`src/reset_seq_pkg.sv`:
```
package reset_seq_pkg;

	// block bit positions in the reset and done vectors; step_mask gives the power-on order
	localparam int NUM_BLOCKS = 17;
	localparam int BLK_ROSC     = 0;
	localparam int BLK_XOSC     = 1;
	localparam int BLK_CLOCKS   = 2;
	localparam int BLK_RESETS   = 3;
	localparam int BLK_BUSFAB   = 4;
	localparam int BLK_ROM      = 5;
	localparam int BLK_SRAM0    = 6;
	localparam int BLK_SRAM5    = 11;
	localparam int BLK_XIP      = 12;
	localparam int BLK_VREG_CR  = 13;
	localparam int BLK_SIO      = 14;
	localparam int BLK_PROC0    = 15;
	localparam int BLK_PROC1    = 16;
	localparam int NUM_STEPS    = 11;

	// register map, word addresses
	localparam logic [3:0] ADDR_FORCE_ON  = 4'h0;
	localparam logic [3:0] ADDR_FORCE_OFF = 4'h1;
	localparam logic [3:0] ADDR_WD_SELECT = 4'h2;
	localparam logic [3:0] ADDR_DONE      = 4'h3;
	localparam logic [3:0] ADDR_BROWNOUT  = 4'h4;
	localparam logic [3:0] ADDR_CHIP_RST  = 4'h5;

	// brown-out register fields and reset values
	localparam int BOD_EN_BIT     = 0;
	localparam int BOD_THRESHOLD_SELECT_LSB   = 4;
	localparam int BOD_THRESHOLD_SELECT_W     = 4;
	localparam logic [3:0] BOD_THRESHOLD_SELECT_RESET = 4'h9;

	// chip reset status fields
	localparam int CR_SUPPLY_BIT  = 8;
	localparam int CR_PIN_BIT     = 16;
	localparam int CR_DEBUG_BIT   = 20;
	localparam int CR_FLAG_BIT    = 24;

	// timing
	localparam int CLK_MHZ        = 25;
	localparam int BOD_ACTIVE_US  = 55;
	localparam int BOD_ENABLE_US  = 35;
	localparam int BOD_PROG_US    = 20;
	localparam int BOD_ACTIVE_CYC = BOD_ACTIVE_US * CLK_MHZ;
	localparam int BOD_ENABLE_CYC = BOD_ENABLE_US * CLK_MHZ;
	localparam int BOD_PROG_CYC   = BOD_PROG_US * CLK_MHZ;
	localparam int DELAY_W        = 11;

endpackage

```
`src/seq_if.sv`:
```
`timescale 1ns/10ps
interface seq_if;
	logic        start;
	logic [10:0] cycles;
	logic        busy;
	logic        done;
	modport ctl (output start, output cycles, input busy, input done);
	modport tmr (input start, input cycles, output busy, output done);
endinterface

```
`src/delay_timer.sv`:
```
`timescale 1ns/10ps
module delay_timer
	import reset_seq_pkg::*;
(
	input  wire logic core_clk, // core clock
	input  wire logic rst_n,    // async reset, active low
	seq_if.tmr        tif       // start and done
);
	logic [DELAY_W-1:0] cnt_q, cnt_d;
	logic               busy_q, busy_d;
	logic               done_q, done_d;

	always_comb begin
		cnt_d  = cnt_q;
		busy_d = busy_q;
		done_d = 1'b0;
		if (tif.start) begin
			// restart wins so a later write always re-times
			cnt_d  = tif.cycles;
			busy_d = 1'b1;
		end else if (busy_q) begin
			if (cnt_q <= 11'h001) begin
				busy_d = 1'b0;
				done_d = 1'b1;
			end else begin
				cnt_d = cnt_q - 11'h001;
			end
		end
	end

	always_ff @(posedge core_clk or negedge rst_n) begin
		if (!rst_n) begin
			cnt_q  <= '0;
			busy_q <= 1'b0;
			done_q <= 1'b0;
		end else begin
			cnt_q  <= cnt_d;
			busy_q <= busy_d;
			done_q <= done_d;
		end
	end

	assign tif.busy = busy_q;
	assign tif.done = done_q;
endmodule

```
`src/sync2.sv`:
```
`timescale 1ns/10ps
module sync2 #(
	parameter int W = 1
) (
	input  wire logic         core_clk, // core clock
	input  wire logic         rst_n,    // async reset, active low
	input  wire logic [W-1:0] d,        // asynchronous input
	output logic      [W-1:0] q         // synchronised output
);
	logic [W-1:0] meta_q, meta_d;
	logic [W-1:0] q_q, q_d;

	always_comb begin
		meta_d = d;
		q_d    = meta_q;
	end

	always_ff @(posedge core_clk or negedge rst_n) begin
		if (!rst_n) begin
			meta_q <= '0;
			q_q    <= '0;
		end else begin
			meta_q <= meta_d;
			q_q    <= q_d;
		end
	end

	assign q = q_q;
endmodule

```
`src/reset_sequencer.sv`:
```
// The register addresses and the address-and-strobe port were left to the implementer.
`timescale 1ns/10ps
// What this block does
// - after supply reset, detection active after 55 us; other resets after 35 us
// - new threshold applies only after the 20 us programming delay
// - run pin low holds the whole chip in reset
// - release chip reset when run is high and all other sources released
// - debug port reset also sets the debug restart flag
// - last reset cause kept in three bits: supply, pin, debug port
// - never more than one last-cause bit set
// - each block gets its own reset low; returns done high
// - release one step's blocks, wait for all their done, then the next step
// - sequencer and run-domain reset leave reset together once supply and run good
// - run-domain reset is not reasserted when the sequence restarts
// - first step starts ring oscillator; done after stable count
// - crystal oscillator released, not started, done at once
// - clock generators released: ref from ring undivided, sys from ref
// - then resets, chip-reset regs, xip, rom and sram, fabric, sio, processors
// - chip reset status only reset by chip-level reset
// - processor step releases both cores
// - enable bit write disables or re-enables detection; output low when off
// - watchdog restart drops selected done; later blocks reset again
module reset_sequencer
	import reset_seq_pkg::*;
#(
	parameter int NB = NUM_BLOCKS
) (
	input  wire logic          core_clk,         // core clock
	input  wire logic          rst_n,            // async reset, active low
	input  wire logic          supply_ok,        // power-on/brown-out indication, pin domain
	input  wire logic          run_pin,          // external run pin
	input  wire logic          debug_restart,    // rescue debug port restart request
	input  wire logic          watchdog_fire,    // watchdog pulse, core domain
	input  wire logic [NB-1:0] blk_done,         // per-block done, active high, core domain
	input  wire logic [3:0]    reg_addr,         // register word address
	input  wire logic [31:0]   reg_wdata,        // write data
	input  wire logic          reg_wr,           // write strobe
	input  wire logic          reg_rd,           // read strobe
	output logic      [31:0]   reg_rdata,        // read data, cycle after read strobe
	output logic      [NB-1:0] blk_rst_n,        // per-block reset, active low
	output logic               run_rst_n,        // run-domain reset, active low
	output logic               dp_rst_n,         // debug port reset, active low
	output logic               bod_active,       // brown-out detection armed
	output logic [BOD_THRESHOLD_SELECT_W-1:0] bod_threshold, // threshold applied to the detector
	output logic               ref_from_ring,    // ref clock from ring osc, undivided
	output logic               sys_from_ref,     // sys clock from ref clock
	output logic               ring_osc_start    // ring oscillator enable
);
	logic       supply_s, run_s, dbg_s;
	logic [NB-1:0] done_s;

	sync2 #(.W(3)) u_sync (
		.core_clk (core_clk),
		.rst_n    (rst_n),
		.d        ({supply_ok, run_pin, debug_restart}),
		.q        ({supply_s, run_s, dbg_s})
	);
	assign done_s = blk_done;

	// chip-level reset sources
	logic chip_hold, seq_hold;
	assign chip_hold = !supply_s || !run_s;
	assign seq_hold  = chip_hold || dbg_s;
	seq_if bod_start ();
	seq_if prog_t ();

	// state of chip-level reset logic
	typedef enum logic [2:0] {
		CAUSE_SUPPLY = 3'b001,
		CAUSE_PIN    = 3'b010,
		CAUSE_DEBUG  = 3'b100
	} cause_t;

	logic [2:0] cause_q, cause_d;
	logic       flag_q, flag_d;
	logic       run_rel_q, run_rel_d;
	logic       was_supply_q, was_supply_d;

	always_comb begin
		cause_d      = cause_q;
		flag_d       = flag_q;
		run_rel_d    = run_rel_q;
		was_supply_d = was_supply_q;
		if (!supply_s) begin
			cause_d      = CAUSE_SUPPLY;
			run_rel_d    = 1'b0;
			was_supply_d = 1'b1;
		end else if (!run_s) begin
			cause_d   = CAUSE_PIN;
			run_rel_d = 1'b0;
		end else begin
			run_rel_d = 1'b1;
		end
		if (dbg_s) begin
			cause_d = CAUSE_DEBUG;
			flag_d  = 1'b1;
		end else if (reg_wr && reg_addr == ADDR_CHIP_RST && reg_wdata[CR_FLAG_BIT]) begin
			flag_d = 1'b0;                    // write one clears; set wins above
		end
		if (bod_start.start)
			was_supply_d = 1'b0;
	end

	// this state is reset only by rst_n, never by the sequencer
	always_ff @(posedge core_clk or negedge rst_n) begin
		if (!rst_n) begin
			cause_q      <= CAUSE_SUPPLY;
			flag_q       <= 1'b0;
			run_rel_q    <= 1'b0;
			was_supply_q <= 1'b1;
		end else begin
			cause_q      <= cause_d;
			flag_q       <= flag_d;
			run_rel_q    <= run_rel_d;
			was_supply_q <= was_supply_d;
		end
	end

	assign run_rst_n = run_rel_q;
	assign dp_rst_n  = run_rel_q;

	// brown-out control
	delay_timer u_bod_t (.core_clk(core_clk), .rst_n(rst_n), .tif(bod_start));
	delay_timer u_prog_t (.core_clk(core_clk), .rst_n(rst_n), .tif(prog_t));

	logic                  bod_en_q, bod_en_d;
	logic                  armed_q, armed_d;
	logic [BOD_THRESHOLD_SELECT_W-1:0] threshold_select_q, threshold_select_d;
	logic [BOD_THRESHOLD_SELECT_W-1:0] thr_q, thr_d;
	logic                  chip_hold_q;
	logic                  bod_wr;
	assign bod_wr = reg_wr && reg_addr == ADDR_BROWNOUT;

	always_comb begin
		bod_en_d = bod_en_q;
		armed_d  = armed_q;
		threshold_select_d   = threshold_select_q;
		thr_d    = thr_q;
		bod_start.start  = 1'b0;
		bod_start.cycles = was_supply_q ? 11'(BOD_ACTIVE_CYC) : 11'(BOD_ENABLE_CYC);
		prog_t.start  = 1'b0;
		prog_t.cycles = 11'(BOD_PROG_CYC);
		if (chip_hold) begin
			bod_en_d = 1'b1;
			armed_d  = 1'b0;
			threshold_select_d   = BOD_THRESHOLD_SELECT_RESET;
			thr_d    = BOD_THRESHOLD_SELECT_RESET;
		end else begin
			if (chip_hold_q)
				bod_start.start = 1'b1;           // register leaves reset
			if (bod_wr) begin
				bod_en_d = reg_wdata[BOD_EN_BIT];
				threshold_select_d   = reg_wdata[BOD_THRESHOLD_SELECT_LSB +: BOD_THRESHOLD_SELECT_W];
				if (!reg_wdata[BOD_EN_BIT])
					armed_d = 1'b0;
				else if (!bod_en_q)
					bod_start.start = 1'b1;       // re-enable delay
				if (reg_wdata[BOD_THRESHOLD_SELECT_LSB +: BOD_THRESHOLD_SELECT_W] != threshold_select_q)
					prog_t.start = 1'b1;
			end
			if (bod_start.done && bod_en_d)
				armed_d = 1'b1;
			if (prog_t.done)
				thr_d = threshold_select_q;
		end
	end

	always_ff @(posedge core_clk or negedge rst_n) begin
		if (!rst_n) begin
			bod_en_q    <= 1'b1;
			armed_q     <= 1'b0;
			threshold_select_q      <= BOD_THRESHOLD_SELECT_RESET;
			thr_q       <= BOD_THRESHOLD_SELECT_RESET;
			chip_hold_q <= 1'b1;
		end else begin
			bod_en_q    <= bod_en_d;
			armed_q     <= armed_d;
			threshold_select_q      <= threshold_select_d;
			thr_q       <= thr_d;
			chip_hold_q <= chip_hold;
		end
	end

	assign bod_active    = armed_q;
	assign bod_threshold = thr_q;

	// power-on sequencer
	typedef enum logic [2:0] {
		S_HOLD = 3'b001,
		S_WAIT = 3'b010,
		S_RUN  = 3'b100
	} seq_state_t;

	seq_state_t        st_q, st_d;
	logic [3:0]        step_q, step_d;
	logic [NB-1:0]     rel_q, rel_d;
	logic [NB-1:0]     frc_on_q, frc_on_d, frc_off_q, frc_off_d, watchdog_reset_select_q, watchdog_reset_select_d;

	// step masks: which blocks a step releases
	function automatic logic [NB-1:0] step_mask(input logic [3:0] s);
		logic [NB-1:0] m;
		m = '0;
		unique case (s)
			4'd0:    m[BLK_ROSC]    = 1'b1;
			4'd1:    m[BLK_XOSC]    = 1'b1;
			4'd2:    m[BLK_CLOCKS]  = 1'b1;
			4'd3:    m[BLK_RESETS]  = 1'b1;
			4'd4:    m[BLK_VREG_CR] = 1'b1;
			4'd5:    m[BLK_XIP]     = 1'b1;
			4'd6:    m[BLK_SRAM5:BLK_ROM] = '1;
			4'd7:    m[BLK_BUSFAB]  = 1'b1;
			4'd8:    m[BLK_SIO]     = 1'b1;
			4'd9:    m[BLK_PROC1:BLK_PROC0] = 2'b11;
			default: m = '0;
		endcase
		return m;
	endfunction

	logic [NB-1:0] cur_mask, eff_done, drop;
	assign cur_mask = step_mask(step_q);
	assign eff_done = done_s & rel_q;
	// watchdog selected blocks lose their release; done drops
	assign drop     = watchdog_fire ? watchdog_reset_select_q : '0;

	always_comb begin
		st_d      = st_q;
		step_d    = step_q;
		rel_d     = rel_q & ~drop;
		frc_on_d  = frc_on_q;
		frc_off_d = frc_off_q;
		watchdog_reset_select_d   = watchdog_reset_select_q;
		if (reg_wr) begin
			unique case (reg_addr)
				ADDR_FORCE_ON:  frc_on_d  = reg_wdata[NB-1:0];
				ADDR_FORCE_OFF: frc_off_d = reg_wdata[NB-1:0];
				ADDR_WD_SELECT: watchdog_reset_select_d   = reg_wdata[NB-1:0];
				default: ;
			endcase
		end
		unique case (st_q)
			S_HOLD: begin
				if (!seq_hold)
					st_d = S_RUN;
			end
			S_RUN: begin
				rel_d  = (rel_q | cur_mask) & ~drop;
				st_d   = S_WAIT;
			end
			S_WAIT: begin
				if (|(cur_mask & drop) || (rel_q & cur_mask) != cur_mask) begin
					st_d = S_RUN;
				end else if ((eff_done & cur_mask) == cur_mask) begin
					if (step_q < 4'(NUM_STEPS - 2)) begin
						step_d = step_q + 4'd1;
						st_d   = S_RUN;
					end
				end
			end
			default: st_d = S_HOLD;
		endcase
		// earliest dropped block restarts the walk from its step
		if (|drop) begin
			for (int s = NUM_STEPS - 2; s >= 0; s--) begin
				if (|(step_mask(4'(s)) & drop) && 4'(s) <= step_q) begin
					step_d = 4'(s);
					st_d   = S_RUN;
				end
			end
			for (int s = 0; s < NUM_STEPS - 1; s++) begin
				if (4'(s) > step_d)
					rel_d = rel_d & ~step_mask(4'(s));
			end
		end
		if (seq_hold) begin
			st_d   = S_HOLD;
			step_d = 4'd0;
			rel_d  = '0;
		end
	end

	always_ff @(posedge core_clk or negedge rst_n) begin
		if (!rst_n) begin
			st_q      <= S_HOLD;
			step_q    <= 4'd0;
			rel_q     <= '0;
			frc_on_q  <= '0;
			frc_off_q <= '0;
			watchdog_reset_select_q   <= '0;
		end else begin
			st_q      <= st_d;
			step_q    <= step_d;
			rel_q     <= rel_d;
			frc_on_q  <= frc_on_d;
			frc_off_q <= frc_off_d;
			watchdog_reset_select_q   <= watchdog_reset_select_d;
		end
	end

	// force-off beats force-on; chip-level reset beats both
	assign blk_rst_n      = seq_hold ? '0 : ((rel_q | frc_on_q) & ~frc_off_q);
	assign ring_osc_start = blk_rst_n[BLK_ROSC];
	assign ref_from_ring  = 1'b1;
	assign sys_from_ref   = 1'b1;

	// register read port
	logic [31:0] rdata_q, rdata_d;
	always_comb begin
		rdata_d = '0;
		if (reg_rd) begin
			unique case (reg_addr)
				ADDR_FORCE_ON:  rdata_d[NB-1:0] = frc_on_q;
				ADDR_FORCE_OFF: rdata_d[NB-1:0] = frc_off_q;
				ADDR_WD_SELECT: rdata_d[NB-1:0] = watchdog_reset_select_q;
				ADDR_DONE:      rdata_d[NB-1:0] = eff_done;
				ADDR_BROWNOUT: begin
					rdata_d[BOD_EN_BIT] = bod_en_q;
					rdata_d[BOD_THRESHOLD_SELECT_LSB +: BOD_THRESHOLD_SELECT_W] = threshold_select_q;
				end
				ADDR_CHIP_RST: begin
					rdata_d[CR_SUPPLY_BIT] = cause_q[0];
					rdata_d[CR_PIN_BIT]    = cause_q[1];
					rdata_d[CR_DEBUG_BIT]  = cause_q[2];
					rdata_d[CR_FLAG_BIT]   = flag_q;
				end
				default: rdata_d = '0;
			endcase
		end
	end

	always_ff @(posedge core_clk or negedge rst_n) begin
		if (!rst_n)
			rdata_q <= '0;
		else
			rdata_q <= rdata_d;
	end
	assign reg_rdata = rdata_q;
endmodule

```
`config.mk`:
```
export PLATFORM = sky130hd
export DESIGN_NAME = reset_sequencer
export DESIGN_NICKNAME = d
export VERILOG_FILES = /design/src/reset_seq_pkg.sv /design/src/seq_if.sv /design/src/delay_timer.sv /design/src/sync2.sv /design/src/reset_sequencer.sv
export SDC_FILE = /design/constraint.sdc
export NUM_CORES = 1
export LEC_CHECK = 0
export ABC_AREA = 1
export BUFFER_PORTS_ARGS = -buffer_cell sky130_fd_sc_hd__buf_4
export CAP_MARGIN = 0
export CORE_MARGIN = 8
export CORE_UTILIZATION = 34
export CTS_CLUSTER_SIZE = 8
export DETAILED_ROUTE_END_ITERATION = 7
export GPL_TIMING_DRIVEN = 0
export PLACE_DENSITY_LB_ADDON = 0.05
export SETUP_SLACK_MARGIN = 0.1
export SLEW_MARGIN = 10
export SYNTH_ARGS = -nofsm -noshare
export SYNTH_HDL_FRONTEND = slang
export SYNTH_SLANG_ARGS = --single-unit
```
`constraint.sdc`:
```
create_clock -name core_clk -period 2.8 [get_ports core_clk]
set_input_delay 0.42 -clock core_clk [delete_from_list [all_inputs] [get_ports core_clk]]
set_output_delay 0.42 -clock core_clk [all_outputs]
set_load 0.02 [all_outputs]
```
# Word-level counts from Yosys, hierarchy flattened
# Cells that the tools add are included.
[op_classes] add_sub_neg=3 order_cmp=23 eq_ne=25 muxes=169 bitwise=41 n_reduce_logical=45
[op_table] cell="17-bit AND" n=27
[op_table] cell="17-bit two-way mux" n=24
[op_table] cell="16-bit two-way mux" n=17
[op_table] cell="17-bit inverter" n=12
[op_table] cell="17-bit OR reduction" n=12
[op_table] cell="4-bit two-way mux" n=21
[op_table] cell="11-bit two-way mux" n=7
[op_table] cell="1-bit two-way mux" n=60
[op_table] cell="3-bit two-way mux" n=18
[op_table] cell="15-bit two-way mux" n=3
[op_table] cell="17-bit bitwise OR" n=2
[op_table] cell="10-bit two-way mux" n=3
[op_table] cell="7-bit two-way mux" n=4
[op_table] cell="7-bit case mux with 4 select lines" n=1
[op_table] cell="25-bit two-way mux" n=1
[op_table] cell="4-bit by 3-bit equality test with 1-bit output (second input constant)" n=6
[op_table] cell="11-bit by 1-bit less-or-equal comparator with 1-bit output (second input constant)" n=2
[op_table] cell="11-bit by 1-bit subtractor with 11-bit output (second input constant)" n=2
[op_table] cell="4-bit case mux with 5 select lines" n=1
[op_table] cell="17-bit equality test" n=1
[op_table] cell="17-bit != test" n=1
[op_table] cell="4-bit by 2-bit equality test with 1-bit output (second input constant)" n=4
[op_table] cell="3-bit by 4-bit > comparator with 1-bit output (first input constant)" n=4
[op_table] cell="3-bit by 4-bit less-or-equal comparator with 1-bit output (first input constant)" n=4
[op_table] cell="28 further kinds" n=69
[totals] ff_bits=156 in_bits=61 elab_cells=330

# Logic depth before layout (Yosys ltp)
[logic_depth] depth_word=53 ltp_mapped=25 depth_no_buf=24

# Cells and area by module
# From an unflattened synthesis, not the netlist that was laid out.
[unflattened] hier_cells=1031 area_unflattened_um2=7956.4
[by_module_without_submodules] module="reset_sequencer" n_inst=1 cells_each=749 area_each_um2=5909.4 seq_area_each_um2=2788.9
[by_module_without_submodules] module="delay_timer" n_inst=2 cells_each=138 area_each_um2=948.4 seq_area_each_um2=325.3
[by_module_without_submodules] module="sync2" n_inst=1 cells_each=6 area_each_um2=150.1 seq_area_each_um2=150.1

# Worst setup path after synthesis
# No wires, ideal clock.
[synth_path] path_kind="register to register" startpoint="reg step_q[0]" endpoint="reg rel_q[15]" arrival_ns=2.199 slack_ns=0.479 stages_incl_launch_ff=25 n_path_buf=0 synth_period_minus_slack_ns=2.321 path_cell_list="dfrtp_1 inv_2 ha_1 inv_1 nor2_2 nand2_1 nand2_1 nor2_1 nand3_2 nor2_4 nand2_2 nand2_1 nand3_1 nand2_1 nand2_1 nand2_1 nand2_1 nand2_1 nand2_1 nand2_2 nand2_2 nand2_2 nand2_1 nand2_1 nor2_1"
[synth_via] elab_chain_len=49 elab_cells_between_ends=108 classes_between="add/sub (1); order compare (21); eq/ne (11); mux (47); bitwise (15); reduce/logical (13)"
[synth_rtl] item="start: declaration" line_no="reset_sequencer.sv:195" rtl="logic [3:0] step_q, step_d;"
[synth_rtl] item="start signal: assignment" line_no="reset_sequencer.sv:291" rtl="step_q <= step_d;"
[synth_rtl] item="4-bit by 1-bit equality test with 1-bit output, or another cell as far along" line_no="reset_sequencer.sv:203" rtl="unique case (s)"
[synth_rtl] item="1-bit two-way mux, or another cell as far along" line_no="reset_sequencer.sv:203"
[synth_rtl] item="17-bit AND (on tied branches)" line_no="reset_sequencer.sv:252, reset_sequencer.sv:250"
[synth_rtl] item="17-bit equality test, or another cell as far along" line_no="reset_sequencer.sv:252" rtl="end else if ((eff_done & cur_mask) == cur_mask) begin"
[synth_rtl] item="4-bit two-way mux / 1-bit logical OR (equally long branches)" line_no="reset_sequencer.sv:252, reset_sequencer.sv:250"
[synth_rtl] item="4-bit two-way mux" line_no="reset_sequencer.sv:250" rtl="if (|(cur_mask & drop) || (rel_q & cur_mask) != cur_mask) begin"
[synth_rtl] item="4-bit two-way mux" line_no="reset_sequencer.sv:240" rtl="unique case (st_q)"
[synth_rtl] item="4-bit two-way mux (10 in a row)" line_no="reset_sequencer.sv:264" rtl="if (|(step_mask(4'(s)) & drop) && 4'(s) <= step_q) begin"
[synth_rtl] item="(+25 left out)"
[synth_rtl] item="17-bit AND" line_no="reset_sequencer.sv:271" rtl="rel_d = rel_d & ~step_mask(4'(s));"
[synth_rtl] item="17-bit two-way mux" line_no="reset_sequencer.sv:270" rtl="if (4'(s) > step_d)"
[synth_rtl] item="17-bit two-way mux" line_no="reset_sequencer.sv:262" rtl="if (|drop) begin"
[synth_rtl] item="17-bit AND" line_no="reset_sequencer.sv:271"
[synth_rtl] item="17-bit two-way mux" line_no="reset_sequencer.sv:270"
[synth_rtl] item="17-bit two-way mux *" line_no="reset_sequencer.sv:262"
[synth_rtl] item="17-bit two-way mux *" line_no="reset_sequencer.sv:274" rtl="if (seq_hold) begin"
[synth_rtl] item="net rel_d[15]" line_no="reset_sequencer.sv:196" rtl="logic [NB-1:0] rel_q, rel_d;"
[synth_rtl] item="end signal: assignment" line_no="reset_sequencer.sv:292" rtl="rel_q <= rel_d;"
[synth_rtl] item="end: declaration" line_no="reset_sequencer.sv:196"
# The timed path passes the listed nets; every way through them passes the cells marked *. The select of a mux whose other input is x is not followed.
# A chain may end at the register's enable or synchronous reset.

# Worst setup path in the final report
[layout_path] startpoint="reg u_sync.q_q[2] (netlist: u_sync.q[2])" endpoint="out blk_rst_n[15]"
[layout_via] elab_chain_len=4
[layout_rtl] item="start: declaration" line_no="sync2.sv:11" rtl="logic [W-1:0] q_q, q_d;"
[layout_rtl] item="start signal: assignment" line_no="sync2.sv:24" rtl="q_q <= q_d;"
[layout_rtl] item="1-bit logical NOT"
[layout_rtl] item="1-bit logical OR" line_no="reset_sequencer.sv:62" rtl="assign chip_hold = !supply_s || !run_s;"
[layout_rtl] item="net chip_hold" line_no="reset_sequencer.sv:61" rtl="logic chip_hold, seq_hold;"
[layout_rtl] item="1-bit logical OR" line_no="reset_sequencer.sv:63" rtl="assign seq_hold = chip_hold || dbg_s;"
[layout_rtl] item="17-bit two-way mux" line_no="reset_sequencer.sv:300" rtl="assign blk_rst_n = seq_hold ? '0 : ((rel_q | frc_on_q) & ~frc_off_q);"
[layout_rtl] item="end: declaration" line_no="reset_sequencer.sv:40" rtl="output logic [NB-1:0] blk_rst_n,"
# The timed path passes the listed nets, and every way through them passes these cells.

==> results_dict.tcl <==
set metrics [dict create \
    vias 6709 \
    clock-sinks 143 \
    dieArea_um2 27000 \
    cts_max_level 4 \
    drive_gt1_share_pct 22.4 \
    setup-violations-final 0 \
    finalPower_uw 5770 \
    synth_area_um2 7490 \
    cp-endpoint "blk_rst_n[15]" \
    postRouteAntennaNets 0 \
    start_util_pct 34.5 \
    p_seq_share_pct 44.5 \
    clkPwrFrac_pct 40.3 \
    yosysTopAreaCellShare_pct 44.8 \
    synth_seq_cells 143 \
    p_leak_uw 0.00459 \
    worstRegToRegCells 24 \
    finalCritPeriodShare_pct 91.3 \
    routabilityCongestion 0.906 \
    reg2reg_from "step_q[1]" \
    die_h_um 164 \
    syn_area_per_cell_um2 7.91 \
    synth_ff_type "dfrtp_1" \
    clock_skew_ns 0.00918 \
    cts_buffer_depth 2 \
    async_flop_share_pct 100 \
    drc 0 \
    grt_pass1_vias 6873 \
    hold_viol 0 \
    grt_max_degree 106 \
    synth-seq-area-share_pct 47.9 \
    synth_common_cells "nand2_1, dfrtp_1, nor2_1" \
    syn_to_final_growth_pct 25.6 \
    port_buffers 89 \
    avgViaCountPerCell 4.90 \
    hpwl_um 18500 \
    track_usage_pct 18.7 \
    rsz0062_at_grt "true" \
    finish.utilization_pct 43.3 \
    hp-class "in2reg" \
    combinationalPowerShare_pct 15.3 \
    ios 120 \
    wl_per_cell_um 18.1 \
    startpoint_type "flip-flop" \
    fillCellCount 2253 \
    fmax_mhz 391 \
    n_antenna_cell 0 \
    antenna_found_initial 0 \
    slew_headroom_pct 33.5 \
    nets 1144 \
    clkLatencyLatePin_ns 0.42 \
    grt_pass1_wl_um 38600 \
    coreArea_um2 21700 \
    die_w_um 164 \
    worst_slew_pin_slew_ns 0.992 \
    critical_path_class "reg2out" \
    powerDensity_nw_per_um2 614 \
    rr_endpoint "rel_q[12]" \
    status "completed" \
    grt.overflow.total 0 \
    crit_start "u_sync.q[2]" \
    routed_wl_um 24800 \
    sw_frac_of_total_pct 28.9 \
    drv_cap 0 \
    switchingPower_uw 1670 \
    critPathCaptureType "output pin" \
    yosys-top-cells-area "dfrtp_1, nand2_1, o21ai_0, nor2_1, inv_1" \
    vdd_drop_max_v 0.000404 \
    drt_iter0_markers 468 \
    cts-root-buf "clkbuf_16" \
    crit_fanout 10 \
    period_needed_ns 2.56 \
    cts_buffers 17 \
    slew_violations 0 \
    synth_warnings 0 \
    yosys.area.top_type "dfrtp_1" \
    cts_tree "done" \
    synth_cells 947 \
    rows 54 \
    rrSetupSlack_ns 0.26 \
    synth-edff-count 0 \
    firstDrtPassIters 5 \
    clk_pin_slew_worst_paths_ns 0.06 \
    worstPathArrival_ns 2.14 \
    intPower_uw 4100 \
    ys_types 46 \
    yosysMostFrequentCell "nand2_1" \
    crit_required_ns 2.38 \
]
layer usage:
metal / part of all wire, % / global-route usage, % / wire (µm)
met4: 2.2 / 6.18 / 551
met3: 4.7 / 3.51 / 1160
met5: 0 / 0 / 0
met2: 46 / 29.7 / 11500
met1: 47 / 25.3 / 11600
cell families after synthesis:
kind of cell	count (synthesis)	synth area share (%)
compound gates	191	14.8
fa+ha+maj	8	1.34
simple gates	433	25.6
other cells	2	0.100
flops	143	47.9
xor+xnor	7	0.819
buf+inv	163	9.37
sequential cells by signal (all words and copies together) (netlist names), 11 cells and up:
signal and count:
reg_rdata 19, watchdog_reset_select_q 17, frc_off_q 17, frc_on_q 17, u_prog_t.cnt_q 11, u_bod_t.cnt_q 11
rel_q 17
per-stage QoR:
step	hold slack [ns]	area, µm²	TNS, ns	worst slack [ns]	std cells
finish	0.106	9400	0	0.244	1368
global route	0.0891	9400	0	0.0940	1368
CTS	0.0866	9230	0	0.0932	1365
detailed placement	0.330	8590	-1.49	-0.215	1330
global placement	0.334	8550	-2.05	-0.264	1329
floorplan	0.124	7540	0	0.479	960
layout by cell type (no fill, tap or decap), drive strengths merged, types with 17 or more instances in the layout:
master and count:
clkbuf 39, nor2 120, dfrtp 134, o21ai 104, buf 118, nand3 46, nor3 17, nand2 226
inv 119, a21oi 39
power by group through the flow:
stage                     combinational, µW  sequential [µW]  clock, µW
after detailed placement                879             2600          0
after global routing                   1020             2610       2460
after floorplan                         571             2550          0
after global placement                  867             2590          0
after CTS                               884             2560       2380
final                                   881             2570       2320
what timing repair did:
action,4_1_cts,5_1_grt
hold buffers,1,0
setup buffers,2,3
resized for setup,10,40
pin swaps,0,12
endpoints found under the setup margin,35,20
endpoints found under the hold margin,37,0
worst max-delay path, cell delays in order (launching register included):
cell     delay (ns)
dfrtp_1        0.42
nand2_2        0.18
nor2_4         0.14
buf_6          0.18
buf_4          0.22
o21ai_0        0.11
nor2_1         0.25
buf_4          0.20
how the worst min path moves through the flow:
stage                                start                to  slack (ns)  cells after the start
after floorplan                      rst_n        bod_active        0.12                      0
after global placement    u_sync.meta_q[0]       u_sync.q[0]        0.33                      0
after detailed placement             rst_n       frc_on_q[9]        0.33                      1
after CTS                        supply_ok  u_sync.meta_q[2]        0.09                      1
after global routing             supply_ok  u_sync.meta_q[2]        0.09                      1
final                            supply_ok  u_sync.meta_q[2]        0.11                      1
cell type report:
| cell class | count | area, µm² | area share (%) |
|---|---|---|---|
| sequential | 143 | 3590 | 38.2 |
| multi-input combinational | 654 | 3390 | 36.0 |
| timing repair buffer | 96 | 754 | 8.03 |
| inverter | 123 | 470 | 5.00 |
| clock buffer | 22 | 454 | 4.83 |
| tap | 280 | 350 | 3.73 |
| buffer | 40 | 253 | 2.69 |
| clock inverter | 10 | 139 | 1.48 |
No activity file was read; power rests on OpenSTA's default activity.
